--- src/bwr_defs.svh ---
// Purpose: Constants for the burst wait-state and ready controller
// Assumes: Configuration word is sixteen bits wide
// Notes: Program cycle count derives from the 40 MHz core clock; erase count is a fixed 16
`ifndef BWR_DEFS_SVH
`define BWR_DEFS_SVH
`define BWR_CFG_READY_LEAD_BIT 8
`define BWR_CFG_BOUNDARY_BIT 14
`define BWR_CFG_WAIT_MSB 13
`define BWR_CFG_WAIT_LSB 11
`define BWR_CFG_RESET 16'hFFFF
`define BWR_WAIT_MAX_CODE 3'h5
`define BWR_BASE_LATENCY 4'h2
`define BWR_EXTRA_WAIT 4'h2
`define BWR_CLK_MHZ 40
`define BWR_PROG_TYP_US 40
`define BWR_PROG_MAX_US 400
`define BWR_PROG_CYCLES (`BWR_PROG_TYP_US * `BWR_CLK_MHZ)
`define BWR_ERASE_CYCLES 16
`define BWR_ZERO_WORD 16'h0000
`endif

--- src/bwr_pkg.sv ---
// Purpose: Types for the burst wait-state and ready controller
// Assumes: Nothing beyond the defs header
// Notes: Types only
package bwr_pkg;
    typedef enum logic [1:0] {BWR_IDLE, BWR_LAT, BWR_STREAM, BWR_STALL} bwr_burst_t;
    typedef enum logic [1:0] {BWR_BANK_IDLE, BWR_PREPROG, BWR_ERASE, BWR_PROG} bwr_op_t;
endpackage

--- src/bwr_ctrl.sv ---
// Purpose: Burst latency, ready timing and bank busy tracking of a burst flash
// Assumes: Host drives start and word strobes synchronous to core_clk_in
// Notes: Array data arrives on a stream port and is buffered in a FIFO
`include "bwr_defs.svh"
`timescale 1ns/1ps
`default_nettype none
module bwr_ctrl #(
    parameter int PROG_CYCLES = `BWR_PROG_CYCLES
) (
    input wire logic core_clk_in,
    input wire logic rst_in,
    input wire logic cfg_write_in,
    input wire logic [15:0] config_word_value_in,
    input wire logic fast_clock_in,
    input wire logic burst_start_in,
    input wire logic [3:0] burst_bank_in,
    input wire logic boundary_cross_in,
    input wire logic [3:0] cross_bank_in,
    input wire logic array_valid_in,
    output logic array_ready_out,
    input wire logic [15:0] array_data_in,
    input wire logic op_start_in,
    input wire logic op_erase_in,
    input wire logic [3:0] op_bank_in,
    output logic ready_out,
    output logic data_valid_out,
    output logic [15:0] data_out,
    output logic busy_out,
    output logic [3:0] busy_bank_out,
    output logic preprog_out,
    output logic [15:0] prog_word_out,
    output logic cfg_reserved_out
);
    import bwr_pkg::*;
    logic [15:0] cfg_q;
    bwr_burst_t bst_q;
    bwr_op_t op_q;
    logic [3:0] cnt_q;
    logic [3:0] busy_bank_q;
    logic [31:0] op_cnt_q;
    logic [15:0] data_q;
    logic dv_q;
    logic fifo_valid;
    logic [15:0] fifo_data;
    logic lead_sel;
    logic stall_need;
    logic word_now;
    logic ready_early;

    function automatic logic [3:0] total_latency(input logic [2:0] code);
        total_latency = `BWR_BASE_LATENCY + {1'b0, code};
    endfunction

    // ------------------------------------------------------------
    // Configuration
    // ------------------------------------------------------------
    always_ff @(posedge core_clk_in)
    begin
        if (rst_in)
        begin
            cfg_q <= `BWR_CFG_RESET;
        end
        else if (cfg_write_in)
        begin
            cfg_q <= config_word_value_in;
        end
    end
    assign lead_sel = cfg_q[`BWR_CFG_READY_LEAD_BIT];
    assign cfg_reserved_out = cfg_q[`BWR_CFG_WAIT_MSB:`BWR_CFG_WAIT_LSB] > `BWR_WAIT_MAX_CODE;

    // Stall only on fast clock with crossing enabled, or crossing into the busy bank
    assign stall_need = boundary_cross_in && bst_q == BWR_STREAM &&
        ((fast_clock_in && cfg_q[`BWR_CFG_BOUNDARY_BIT]) ||
        (busy_out && cross_bank_in == busy_bank_q));

    // ------------------------------------------------------------
    // Burst sequencer
    // ------------------------------------------------------------
    always_ff @(posedge core_clk_in)
    begin
        if (rst_in)
        begin
            bst_q <= BWR_IDLE;
            cnt_q <= 4'h0;
        end
        else
        begin
            case (bst_q)
                BWR_IDLE:
                begin
                    if (burst_start_in)
                    begin
                        bst_q <= BWR_LAT;
                        cnt_q <= total_latency(cfg_q[`BWR_CFG_WAIT_MSB:`BWR_CFG_WAIT_LSB]) - 4'h1;
                    end
                end
                BWR_LAT:
                begin
                    if (cnt_q == 4'h1)
                    begin
                        bst_q <= BWR_STREAM;
                    end
                    cnt_q <= cnt_q - 4'h1;
                end
                BWR_STREAM:
                begin
                    if (burst_start_in)
                    begin
                        bst_q <= BWR_IDLE;
                    end
                    else if (stall_need)
                    begin
                        bst_q <= BWR_STALL;
                        cnt_q <= `BWR_EXTRA_WAIT;
                    end
                end
                default:
                begin
                    if (cnt_q == 4'h1)
                    begin
                        bst_q <= BWR_STREAM;
                    end
                    cnt_q <= cnt_q - 4'h1;
                end
            endcase
        end
    end

    // A word leaves every streaming clock when the buffer has one
    assign word_now = bst_q == BWR_STREAM && fifo_valid;
    // Early ready marks the clock that launches a word, one clock before it shows
    assign ready_early = bst_q == BWR_STREAM;

    always_ff @(posedge core_clk_in)
    begin
        if (rst_in)
        begin
            data_q <= 16'h0000;
            dv_q <= 1'b0;
        end
        else
        begin
            dv_q <= word_now;
            if (word_now)
            begin
                data_q <= fifo_data;
            end
        end
    end
    assign data_out = data_q;
    assign data_valid_out = dv_q;
    assign ready_out = lead_sel ? dv_q : (ready_early && fifo_valid);

    bwr_fifo #(.WIDTH(16), .DEPTH(8)) u_fifo (
        .clk_in(core_clk_in),
        .rst_in(rst_in),
        .in_valid_in(array_valid_in),
        .in_ready_out(array_ready_out),
        .in_data_in(array_data_in),
        .out_valid_out(fifo_valid),
        .out_ready_in(word_now),
        .out_data_out(fifo_data)
    );

    // ------------------------------------------------------------
    // Embedded program and erase
    // ------------------------------------------------------------
    always_ff @(posedge core_clk_in)
    begin
        if (rst_in)
        begin
            op_q <= BWR_BANK_IDLE;
            op_cnt_q <= 32'h0;
            busy_bank_q <= 4'h0;
        end
        else
        begin
            case (op_q)
                BWR_BANK_IDLE:
                begin
                    if (op_start_in)
                    begin
                        busy_bank_q <= op_bank_in;
                        op_q <= op_erase_in ? BWR_PREPROG : BWR_PROG;
                        op_cnt_q <= 32'(PROG_CYCLES) - 32'h1;
                    end
                end
                BWR_PREPROG:
                begin
                    if (op_cnt_q == 32'h0)
                    begin
                        op_q <= BWR_ERASE;
                        op_cnt_q <= 32'(`BWR_ERASE_CYCLES) - 32'h1;
                    end
                    else
                    begin
                        op_cnt_q <= op_cnt_q - 32'h1;
                    end
                end
                default:
                begin
                    if (op_cnt_q == 32'h0)
                    begin
                        op_q <= BWR_BANK_IDLE;
                    end
                    else
                    begin
                        op_cnt_q <= op_cnt_q - 32'h1;
                    end
                end
            endcase
        end
    end
    // Bursts keep running while a bank is busy; busy makes only a crossing into the busy bank stall
    assign busy_out = op_q != BWR_BANK_IDLE;
    assign busy_bank_out = busy_bank_q;
    assign preprog_out = op_q == BWR_PREPROG;
    assign prog_word_out = `BWR_ZERO_WORD;

    // ------------------------------------------------------------
    // Checks
    // ------------------------------------------------------------
    chk_ready_with_data: assert property (@(posedge core_clk_in) disable iff (rst_in)
        lead_sel |-> (ready_out == data_valid_out)) else $error("ready not with data");
    chk_ready_leads_data: assert property (@(posedge core_clk_in) disable iff (rst_in)
        (!lead_sel && ready_out && !cfg_write_in) |=> data_valid_out)
        else $error("ready did not lead data");
    chk_no_slow_stall: assert property (@(posedge core_clk_in) disable iff (rst_in)
        (!fast_clock_in && !cfg_q[`BWR_CFG_BOUNDARY_BIT] && !busy_out) |-> bst_q != BWR_STALL ##0 !stall_need)
        else $error("stall at slow clock");
    chk_latency_count: assert property (@(posedge core_clk_in) disable iff (rst_in)
        (bst_q == BWR_IDLE && burst_start_in && cfg_q[13:11] == 3'h0) |-> ##1 bst_q == BWR_LAT ##1 bst_q == BWR_STREAM)
        else $error("latency wrong");
    chk_word_each_clk: assert property (@(posedge core_clk_in) disable iff (rst_in)
        word_now |=> data_valid_out && data_out == $past(fifo_data)) else $error("word missed");
    chk_preprog_first: assert property (@(posedge core_clk_in) disable iff (rst_in)
        (op_q == BWR_BANK_IDLE && op_start_in && op_erase_in) |=> preprog_out) else $error("no preprogram");
    chk_stall_len: assert property (@(posedge core_clk_in) disable iff (rst_in)
        (bst_q == BWR_STREAM && stall_need && !burst_start_in) |=> (bst_q == BWR_STALL)[*2] ##1 bst_q == BWR_STREAM)
        else $error("stall length wrong");
    chk_busy_reads: assert property (@(posedge core_clk_in) disable iff (rst_in)
        (busy_out && bst_q == BWR_STREAM && fifo_valid) |=> data_valid_out) else $error("read blocked");
    cov_burst: cover property (@(posedge core_clk_in) word_now ##1 word_now);
    cov_stall: cover property (@(posedge core_clk_in) bst_q == BWR_STALL);
    cov_erase: cover property (@(posedge core_clk_in) op_q == BWR_ERASE);
endmodule
`default_nettype wire

--- src/bwr_fifo.sv ---
// Purpose: Small FIFO holding burst words before the output pins
// Assumes: Synchronous reset, one clock
// Notes: Full and empty are exact
`timescale 1ns/1ps
`default_nettype none
module bwr_fifo #(
    parameter int WIDTH = 16,
    parameter int DEPTH = 8
) (
    input wire logic clk_in,
    input wire logic rst_in,
    input wire logic in_valid_in,
    output logic in_ready_out,
    input wire logic [WIDTH-1:0] in_data_in,
    output logic out_valid_out,
    input wire logic out_ready_in,
    output logic [WIDTH-1:0] out_data_out
);
    localparam int AW = $clog2(DEPTH);
    logic [WIDTH-1:0] mem_q [DEPTH];
    logic [AW-1:0] wr_q;
    logic [AW-1:0] rd_q;
    logic [AW:0] cnt_q;
    logic push;
    logic pop;
    assign in_ready_out = (cnt_q != (AW+1)'(DEPTH));
    assign out_valid_out = (cnt_q != '0);
    assign out_data_out = mem_q[rd_q];
    assign push = in_valid_in && in_ready_out;
    assign pop = out_valid_out && out_ready_in;
    always_ff @(posedge clk_in)
    begin
        if (push)
        begin
            mem_q[wr_q] <= in_data_in;
        end
    end
    always_ff @(posedge clk_in)
    begin
        if (rst_in)
        begin
            wr_q <= '0;
            rd_q <= '0;
            cnt_q <= '0;
        end
        else
        begin
            if (push)
            begin
                wr_q <= wr_q + 1'b1;
            end
            if (pop)
            begin
                rd_q <= rd_q + 1'b1;
            end
            if (push && !pop)
            begin
                cnt_q <= cnt_q + 1'b1;
            end
            else if (pop && !push)
            begin
                cnt_q <= cnt_q - 1'b1;
            end
        end
    end
endmodule
`default_nettype wire

--- config.mk ---
export PLATFORM = sky130hd
export DESIGN_NAME = bwr_ctrl
export DESIGN_NICKNAME = d
export VERILOG_FILES = /design/src/bwr_pkg.sv /design/src/bwr_ctrl.sv /design/src/bwr_fifo.sv
export VERILOG_INCLUDE_DIRS = /design/src
export SDC_FILE = /design/constraint.sdc
export NUM_CORES = 1
export LEC_CHECK = 0
export BUFFER_PORTS_ARGS = -buffer_cell sky130_fd_sc_hd__buf_2
export CAP_MARGIN = 10
export CORE_ASPECT_RATIO = 2
export CORE_MARGIN = 10
export CORE_UTILIZATION = 50
export CTS_CLUSTER_DIAMETER = 30
export DETAILED_ROUTE_END_ITERATION = 10
export PLACE_DENSITY = 0.7
export SLEW_MARGIN = 20
export SYNTH_ARGS = -nofsm -noshare
export SYNTH_HDL_FRONTEND = slang
export SYNTH_SLANG_ARGS = --single-unit
export TNS_END_PERCENT = 1
--- constraint.sdc ---
create_clock -name core_clk_in -period 5.6 [get_ports core_clk_in]
set_input_delay 1.12 -clock core_clk_in [delete_from_list [all_inputs] [get_ports core_clk_in]]
set_output_delay 1.12 -clock core_clk_in [all_outputs]
set_load 0.1 [all_outputs]
==> results of run 1 <==
## worst reg2reg max path, cell delays in order (launching register included)
cell	delay [ns]
dfxtp_1	0.36
inv_1	0.10
ha_1	0.14
or4b_1	0.50
or4_2	0.74
nor3_2	0.66
buf_4	0.35
nor2_1	0.14
a311oi_1	0.34
## worst max-delay path by stage
stage | to | slack (ns) | cells after the start
6_report | ready_out | 2.01 | 6
5_1_grt | ready_out | 1.86 | 6
4_1_cts | ready_out | 1.97 | 6
3_5_place_dp | op_cnt_q[28] | 2.21 | 8
3_3_place_gp | op_cnt_q[29] | 2.36 | 8
2_1_floorplan | ready_out | 1.31 | 4
## through the flow
| step | utilization, % | hold slack [ns] |
|---|---|---|
| after floorplan | - | 0.442 |
| after global placement | 53.5 | 0.458 |
| after detailed placement | 53.5 | 0.466 |
| after CTS | 59.2 | 0.482 |
| after global routing | 59.2 | 0.508 |
| final | 59.2 | 0.476 |
## kinds of logic (layout without fill, tap and decap cells)
logic type      after synthesis  in the layout  share of synthesized area, %
flops                       204            204                          61.8
simple gates                183            183                          11.3
compound gates              119            119                          8.98
buf+inv                      71            144                          3.83
mux                          54             54                          10.8
xor+xnor                     14             14                          1.41
fa+ha+maj                    12             12                          1.82
other cells                   1             16                        0.0432
## layout make-up
type	instances	area, µm²
clock buffers	30	708
clock inverters	22	267
fillers	1367	7010
inverters	19	71.3
multi-input cells	398	3110
flip-flops and latches	204	5370
well taps	210	263
repair buffers	73	390
## state kept, by name, indices dropped and copies added (netlist names)
| name | count |
|---|---|
| u_fifo.cnt_q | 4 |
| data_out | 16 |
| data_valid_out | 1 |
| busy_bank_out | 4 |
| u_fifo.rd_q | 3 |
| bst_q | 2 |
| cfg_q | 5 |
| u_fifo.mem_q | 128 |
| cnt_q | 4 |
| op_cnt_q | 32 |
| u_fifo.wr_q | 3 |
| op_q | 2 |
## where the power goes
part | switching (mW) | total (mW) | internal, mW
Combinational | 0.387 | 0.565 | 0.177
Clock | 0.720 | 1.78 | 1.06
Sequential | 0.0669 | 1.76 | 1.69
## placed cells by master, fill, tap and decap left out, types with 6 or more instances in the layout
master     count
a211oi_1      24
mux2i_1       22
o21ai_0       15
buf_4         10
clkbuf_16     28
edfxtp_1     128
nor4_1        11
a31oi_1        9
nand2_1       35
buf_2         63
nand2b_1       6
dfxtp_1       74
a21oi_1       32
xor2_1         9
nor3_1        14
nand3_1       16
or4_1         19
inv_1         18
mux4_2        32
or3_1         10
o31ai_1        8
conb_1        16
ha_1          11
nor2_1        42
inv_8          7
## per-layer routing
metal  up-vias  GRT usage, %  routed length [µm]
met5         -             0                   0
met4         0          6.01                 380
met3        30          3.25                1110
met2       186          31.5               10900
met1      2807          16.3                6700
li1       2659             -                   -
==> run_results.csv, run 1 <==
group,metric,value,unit
synth,synth-seq-cells,204,
setup_path,reg2reg_from,"op_cnt_q[0]",
min_path,hold_path_depth,2,
clocking,cts_setup_buffers,0,
clocking,cts_tree,"done",
final_layout,syn2layout_area_growth,17.2,%
synth,synth_edf_count,128,
placed_design,placed_cells,904,
floorplan,die-area,0.0234,mm²
routing,drc,0,
floorplan,boundaryPins,95,
power_and_ir_drop,ir_worst_vdd,0.399,mV
placed_design,gp_congestion,0.855,
setup_path,reg2reg_slack,2.14,ns
timing,period_minus_slack,3.59,ns
routing,viasPerCell,5.94,
setup_path,crit_arrival,2.47,ns
final_layout,layout.cells.non_filler,956,
setup_path,worstPathRequired,4.48,ns
timing,fmax,0.278,GHz
clocking,cts-root-buf,"clkbuf_16",
setup_path,cp_cell_sequence,"nand2b_1 -> a21oi_4 -> buf_4 -> inv_1 -> o21ai_0 -> buf_2",
min_path,hold_start,"cfg_q[14]",
global_route,antenna_found_initial,1,
timing,finalSetupViolations,0,
synth,synth_top_cell_area_share,44.3,%
synth,async_flop_share,0,%
setup_path,worst_path_max_delay_cell,"buf_2",
clocking,htree_levels,1,
timing,slew_headroom,25.8,%
routing,wl,19100,µm
timing,finalHoldViolations,0,
setup_path,path_buf_inv,3,
final_layout,drive_gt1_share,23.6,%
synth,yosysMostFrequentCell,"edfxtp_1",
synth,ys_warn_count,0,
timing,worst_slack,2.01,ns
setup_path,worstPathMaxFanout,36,
placed_design,dp_hpwl,12400,µm
clocking,clock_path_buffers,3,
floorplan,die_w,113,µm
global_route,grt_pass1_vias,5998,
routing,vias,5682,
routing,drtIter0Drc,441,
synth,yosysTopAreaCell,"edfxtp_1",
global_route,grt_overflow,0,
clocking,clock_latency,0.54,ns
placed_design,dp_slack,2.21,ns
global_route,grt_max_degree,54,
routing,drtAntennaViolNets,0,
power_and_ir_drop,power_density,403,mW/mm²
clocking,cts.repair.resized,0,
setup_path,reg2regPathDepth,8,
setup_path,crit_start,"bst_q[0]",
final_layout,finalNetCount,789,
clocking,cts_hold_buf,0,
power_and_ir_drop,p_leak,3.52,nW
floorplan,core_area,0.0172,mm²
routing,wire_per_inst,20.0,µm
synth,synth_seq_area_share,61.8,%
timing,min_period_over_period,64.1,%
outcome,status,"finished, final reports clean",
floorplan,row_count,68,
placed_design,dpl_cell_area,0.00920,mm²
clocking,cts_buffers,28,
synth,netlist_area,0.00868,mm²
placed_design,numPortBuffers,63,
final_layout,n_antenna_cell,0,
global_route,grt_use_total,16.2,%
setup_path,timing.rr.end,"op_cnt_q[28]",
routing,drt_first_pass_iters,4,
final_layout,final_area,0.0102,mm²
setup_path,slowest_delay,0.45,ns
timing,fin_skew,0.0271,ns
power_and_ir_drop,finalPower,4.10,mW
min_path,min-delay-path-class,"flip-flop to flip-flop",
synth,syn_avg_cell_area,13.2,µm²
floorplan,die_h,206,µm
timing,grt_setup_unrepaired,"false",
setup_path,crit_path_end_kind,"output pin",
synth,synth.distinct_cells,57,
synth,ys.flop_type,"edfxtp_1",
synth,ys_top_cells_by_count,"128 x edfxtp_1, 76 x dfxtp_1, 42 x nor2_1",
timing,setup_tns,0,ns
run,max-cap-violations,0,
setup_path,path_delay_family,"buffers and inverters",
clocking,clock-sinks,204,
timing,drv_slew,0,
floorplan,start_util,50.5,%
global_route,grt_pass1_wl,30700,µm
min_path,whs_endpoint,"cfg_q[14]",
synth,synthCells,658,
setup_path,crit_type,"flip-flop to output pin",
clocking,clkTransAtPathRegs,0.07,ns
timing,tightest_slew,1.11,ns
setup_path,start_kind,"flip-flop",
synth,synth.area.top_cells,"edfxtp_1 44%, dfxtp_1 18%, mux4_2 8.3%",
(Power assumes the default switching activity.)
==> inputs of run 2 (changes only) <==
- clock period: 5.6 -> 3.5 ns (I/O delays scaled with it)
==> run_results.csv, run 2 (same netlist as run 1, synthesis figures left out) <==
group,metric,value,unit
outcome,status,"finished, final reports clean",
timing,drv_slew,0,
placed_design,gp_congestion,0.890,
final_layout,final_common_cell,"edfxtp_1",
global_route,grt_use_total,16.3,%
final_layout,nFillCells,1363,
clocking,clock_path_buffers,3,
floorplan,die-area,0.0234,mm²
clocking,cts_setup_buffers,0,
setup_path,start_kind,"flip-flop",
run,max-cap-violations,0,
final_layout,largest_reg_flops,128,
clocking,cts-root-buf,"clkbuf_16",
setup_path,cp_cell_sequence,"inv_1 -> ha_1 -> or3b_2 -> or4_1 -> or4_4 -> or4_4 -> a21oi_2",
routing,viasPerCell,5.92,
final_layout,drive_gt1_share,24.6,%
final_layout,top_register,"u_fifo.mem_q",
clocking,clock-sinks,204,
power_and_ir_drop,p_leak,3.58,nW
placed_design,dpl_cell_area,0.00927,mm²
clocking,clock_latency,0.53,ns
clocking,cts_buffers,29,
routing,drc,0,
setup_path,path_buf_inv,1,
global_route,grt_overflow,0,
clocking,cts_tree,"done",
routing,vias,5733,
timing,finalHoldViolations,0,
placed_design,placed_cells,917,
power_and_ir_drop,ir_worst_vdd,0.455,mV
global_route,antenna_found_initial,0,
timing,min_period_over_period,83.1,%
setup_path,worst_path_max_delay_cell,"or4_1",
routing,drt_first_pass_iters,4,
clocking,htree_levels,1,
setup_path,crit_top_cell,"or4_4",
final_layout,syn2layout_area_growth,17.4,%
timing,grt_setup_unrepaired,"false",
floorplan,start_util,50.5,%
setup_path,worstPathRequired,3.96,ns
global_route,grt_pass1_vias,5971,
final_layout,final_cell_mix,"128 x edfxtp_1, 75 x dfxtp_1, 63 x buf_2",
floorplan,die_h,206,µm
global_route,grt_pass1_wl,30900,µm
floorplan,core_area,0.0172,mm²
timing,period_minus_slack,2.91,ns
timing,finalSetupViolations,0,
setup_path,worstPathMaxFanout,10,
final_layout,final_area,0.0102,mm²
setup_path,crit_arrival,3.36,ns
timing,tightest_slew,1.00,ns
setup_path,path_delay_family,"simple AND/OR/NAND/NOR gates",
setup_path,slowest_delay,0.61,ns
final_layout,layout.cells.non_filler,969,
timing,slew_headroom,33.0,%
timing,fmax,0.344,GHz
clocking,cts_hold_buf,0,
min_path,min-delay-path-class,"input port to flip-flop",
floorplan,die_w,113,µm
power_and_ir_drop,power_density,631,mW/mm²
final_layout,n_antenna_cell,0,
clocking,clkTransAtPathRegs,0.06,ns
floorplan,row_count,68,
placed_design,numPortBuffers,63,
routing,drtAntennaViolNets,0,
floorplan,boundaryPins,95,
routing,wl,19300,µm
timing,fin_skew,0.0147,ns
timing,setup_tns,0,ns
setup_path,crit_type,"flip-flop to flip-flop",
setup_path,crit_path_end_kind,"flip-flop",
placed_design,dp_hpwl,13100,µm
routing,drtIter0Drc,380,
global_route,grt_max_degree,53,
clocking,cts.repair.resized,0,
routing,wire_per_inst,19.9,µm
final_layout,finalNetCount,803,
-- run 2: per-layer routing --
metal	global-route usage, %	part of all wire [%]	wire, µm
met5	0	0	0
met4	6.28	2.9	554
met3	3.43	4.9	947
met2	31.6	57	10900
met1	16.3	35	6840
-- run 2: worst reg2reg max path, stage by stage (launching register included) --
cell	delay, ns
dfxtp_1	0.36
inv_1	0.10
ha_1	0.20
or3b_2	0.53
or4_1	0.61
or4_4	0.48
or4_4	0.43
a21oi_2	0.13
-- run 2: power breakdown --
group          switching (mW)  internal [mW]  total (mW)
combinational           0.603          0.298       0.901
clock                    1.10           1.63        2.72
sequential              0.109           2.71        2.81
total                    1.81           4.63        6.44
-- run 2: metrics by stage --
stage               total power, mW  worst slack, ns  utilization (%)  hold WS [ns]
finish                         6.44            0.593             59.3         0.386
global route                   6.71            0.437             59.3         0.382
CTS                            6.50            0.619             59.3         0.374
detailed placement             3.76            0.632             53.9         0.471
global placement               3.72            0.699             53.9         0.456
floorplan                      3.52           0.0215                -         0.442
-- run 2: path summary, 6_finish.rpt --
check | startpoint | to | slack [ns] | depth (start not counted)
setup / recovery | op_cnt_q[0] | op_cnt_q[22] | 0.59 | 7
hold / removal | config_word_value_in[12] | cfg_q[12] | 0.39 | 3
setup reg to reg | op_cnt_q[0] | op_cnt_q[22] | 0.59 | 7
hold reg to reg | busy_bank_out[1] | busy_bank_out[1] | 0.49 | 2
-- run 2: cell type report --
cell class,instances,area [µm²],area share [%]
multi-input combinational,398,3080,30.2
timing repair buffer,86,488,4.78
clock buffer,37,786,7.70
inverter,19,71.3,0.699
tap,210,263,2.58
clock inverter,15,144,1.41
sequential,204,5370,52.6
==> inputs of run 3 (changes only) <==
- PLACE_DENSITY: 0.7 -> 0.72
- clock period: 3.5 -> 2.55 ns (I/O delays scaled with it)
==> run_results.csv, run 3 (same netlist as run 1, synthesis figures left out) <==
group,metric,value,unit
outcome,status,"complete, but fails checks",
outcome,violations,"negative setup slack",
routing,drtIter0Drc,360,
setup_path,crit_type,"flip-flop to flip-flop",
timing,period_minus_slack,2.56,ns
clocking,cts_hold_buf,0,
timing,worst_slack,-0.0126,ns
floorplan,die_h,206,µm
power_and_ir_drop,power_density,838,mW/mm²
setup_path,reg2reg_from,"op_cnt_q[15]",
clocking,clock_path_buffers,3,
floorplan,die-area,0.0234,mm²
setup_path,crit_top_cell,"or4_4",
floorplan,die_w,113,µm
timing,fmax,0.390,GHz
floorplan,boundaryPins,95,
routing,wl,19700,µm
timing,fin_skew,0.0277,ns
final_layout,n_antenna_cell,0,
timing,grt_setup_unrepaired,"true",
setup_path,reg2regPathDepth,5,
timing,tightest_slew,0.788,ns
global_route,grt_max_degree,38,
setup_path,path_depth,5,
final_layout,largest_reg_flops,128,
setup_path,cp_cell_sequence,"or4_1 -> or4_4 -> or4_4 -> or4_4 -> a21oi_2",
placed_design,placed_cells,961,
final_layout,nFillCells,1310,
routing,drtAntennaViolNets,0,
final_layout,fin_util,62.5,%
timing,slew_headroom,47.2,%
setup_path,crit_arrival,3.00,ns
setup_path,path_buf_inv,0,
clocking,cts-root-buf,"clkbuf_16",
clocking,cts_buffers,26,
final_layout,final_cell_mix,"128 x edfxtp_1, 72 x dfxtp_1, 66 x buf_4",
setup_path,endpoint,"op_cnt_q[22]",
global_route,grt_pass1_vias,6215,
setup_path,path_delay_family,"simple AND/OR/NAND/NOR gates",
global_route,antenna_found_initial,0,
global_route,grt_overflow,0,
routing,drc,0,
final_layout,top_register,"u_fifo.mem_q",
global_route,grt_use_total,16.4,%
min_path,min-delay-path-class,"input port to flip-flop",
timing,drv_slew,0,
setup_path,worstPathRequired,2.98,ns
final_layout,layout.cells.non_filler,1013,
timing,finalSetupViolations,2,
clocking,htree_levels,1,
setup_path,timing.rr.end,"op_cnt_q[22]",
clocking,clkTransAtPathRegs,0.06,ns
final_layout,syn2layout_area_growth,23.7,%
final_layout,final_common_cell,"edfxtp_1",
power_and_ir_drop,p_leak,3.83,nW
routing,vias,5902,
final_layout,finalNetCount,848,
final_layout,drive_gt1_share,31.1,%
setup_path,slowest_delay,0.60,ns
routing,viasPerCell,5.83,
placed_design,dp_hpwl,13600,µm
placed_design,numPortBuffers,63,
floorplan,row_count,68,
power_and_ir_drop,ir_worst_vdd,0.830,mV
setup_path,worstPathMaxFanout,5,
global_route,grt_pass1_wl,31300,µm
timing,min_period_over_period,100,%
setup_path,crit_path_end_kind,"flip-flop",
timing,finalHoldViolations,0,
routing,wire_per_inst,19.4,µm
setup_path,reg2reg_slack,-0.01,ns
clocking,clock_latency,0.52,ns
setup_path,crit_start,"op_cnt_q[15]",
floorplan,core_area,0.0172,mm²
clocking,cts_tree,"done",
clocking,clock-sinks,204,
floorplan,start_util,50.5,%
setup_path,worst_path_max_delay_cell,"or4_4",
placed_design,gp_congestion,0.923,
power_and_ir_drop,finalPower,9.00,mW
routing,drt_first_pass_iters,4,
run,max-cap-violations,0,
setup_path,start_kind,"flip-flop",
-- run 3: cell count changes in the layout (fill, tap and decap cells not counted), moves of 3 or more --
cell      previous run  this run
clkbuf_8             3         0
buf_4               23        66
or4_4                3         7
nor3_2               6         2
nor3_4               0         5
dfxtp_2              1         4
dfxtp_1             75        72
buf_12               0         4
-- run 3: layer usage --
layer | vias to the layer above | wire length (µm) | track usage (%)
met4 | 0 | 588 | 6.83
met1 | 2911 | 6970 | 16.3
met5 | - | 0 | 0
met3 | 51 | 972 | 3.20
met2 | 159 | 11100 | 31.7
li1 | 2781 | - | -
-- run 3: area by class of cell --
| cell class | instances | area [µm²] | share of cell area (%) |
|---|---|---|---|
| Sequential cell | 204 | 5370 | 50.0 |
| Multi-Input combinational cell | 398 | 3200 | 29.8 |
| Timing Repair Buffer | 134 | 933 | 8.69 |
| Clock buffer | 30 | 687 | 6.40 |
| Tap cell | 210 | 263 | 2.45 |
| Clock inverter | 18 | 220 | 2.05 |
| Inverter | 19 | 71.3 | 0.664 |
-- run 3: worst min-delay path by stage --
stage	startpoint	to	slack, ns	cells after the start
3_5_place_dp	cnt_q[1]	cnt_q[1]	0.47	2
4_1_cts	config_word_value_in[14]	cfg_q[14]	0.19	3
5_1_grt	config_word_value_in[14]	cfg_q[14]	0.20	3
3_3_place_gp	cnt_q[1]	cnt_q[1]	0.46	2
2_1_floorplan	cfg_q[14]	cfg_q[14]	0.44	2
6_report	config_word_value_in[14]	cfg_q[14]	0.21	3
-- run 3: power by group --
part	internal [mW]	switching [mW]	leakage [nW]	total [mW]
Combinational	0.569	0.937	1.61	1.51
Clock	2.14	1.51	0.435	3.66
Sequential	3.71	0.122	1.78	3.84
-- run 3: tightest hold or removal path: stages --
cell	delay, ns
buf_2	0.08
mux2i_1	0.06
nand2_1	0.06
-- run 3: timing repair --
| action | 4_1_cts | 5_1_grt |
|---|---|---|
| pin swaps | 4 | 5 |
| setup endpoints to repair | 20 | 9 |
| setup buffers | 4 | 0 |
| cloned | 1 | 0 |
| resized for setup | 13 | 11 |
-- run 3: metrics by stage --
stage | area [µm²] | worst slack [ns] | TNS (ns) | hold WS [ns]
6_report | 10700 | -0.0126 | -0.0150 | 0.210
5_1_grt | 10700 | -0.0550 | -0.140 | 0.196
4_1_cts | 10700 | -0.0512 | -0.0654 | 0.189
3_5_place_dp | 9700 | -0.196 | -1.61 | 0.468
3_3_place_gp | 9700 | -0.124 | -0.923 | 0.460
2_1_floorplan | 8750 | -0.736 | -56.76 | 0.442
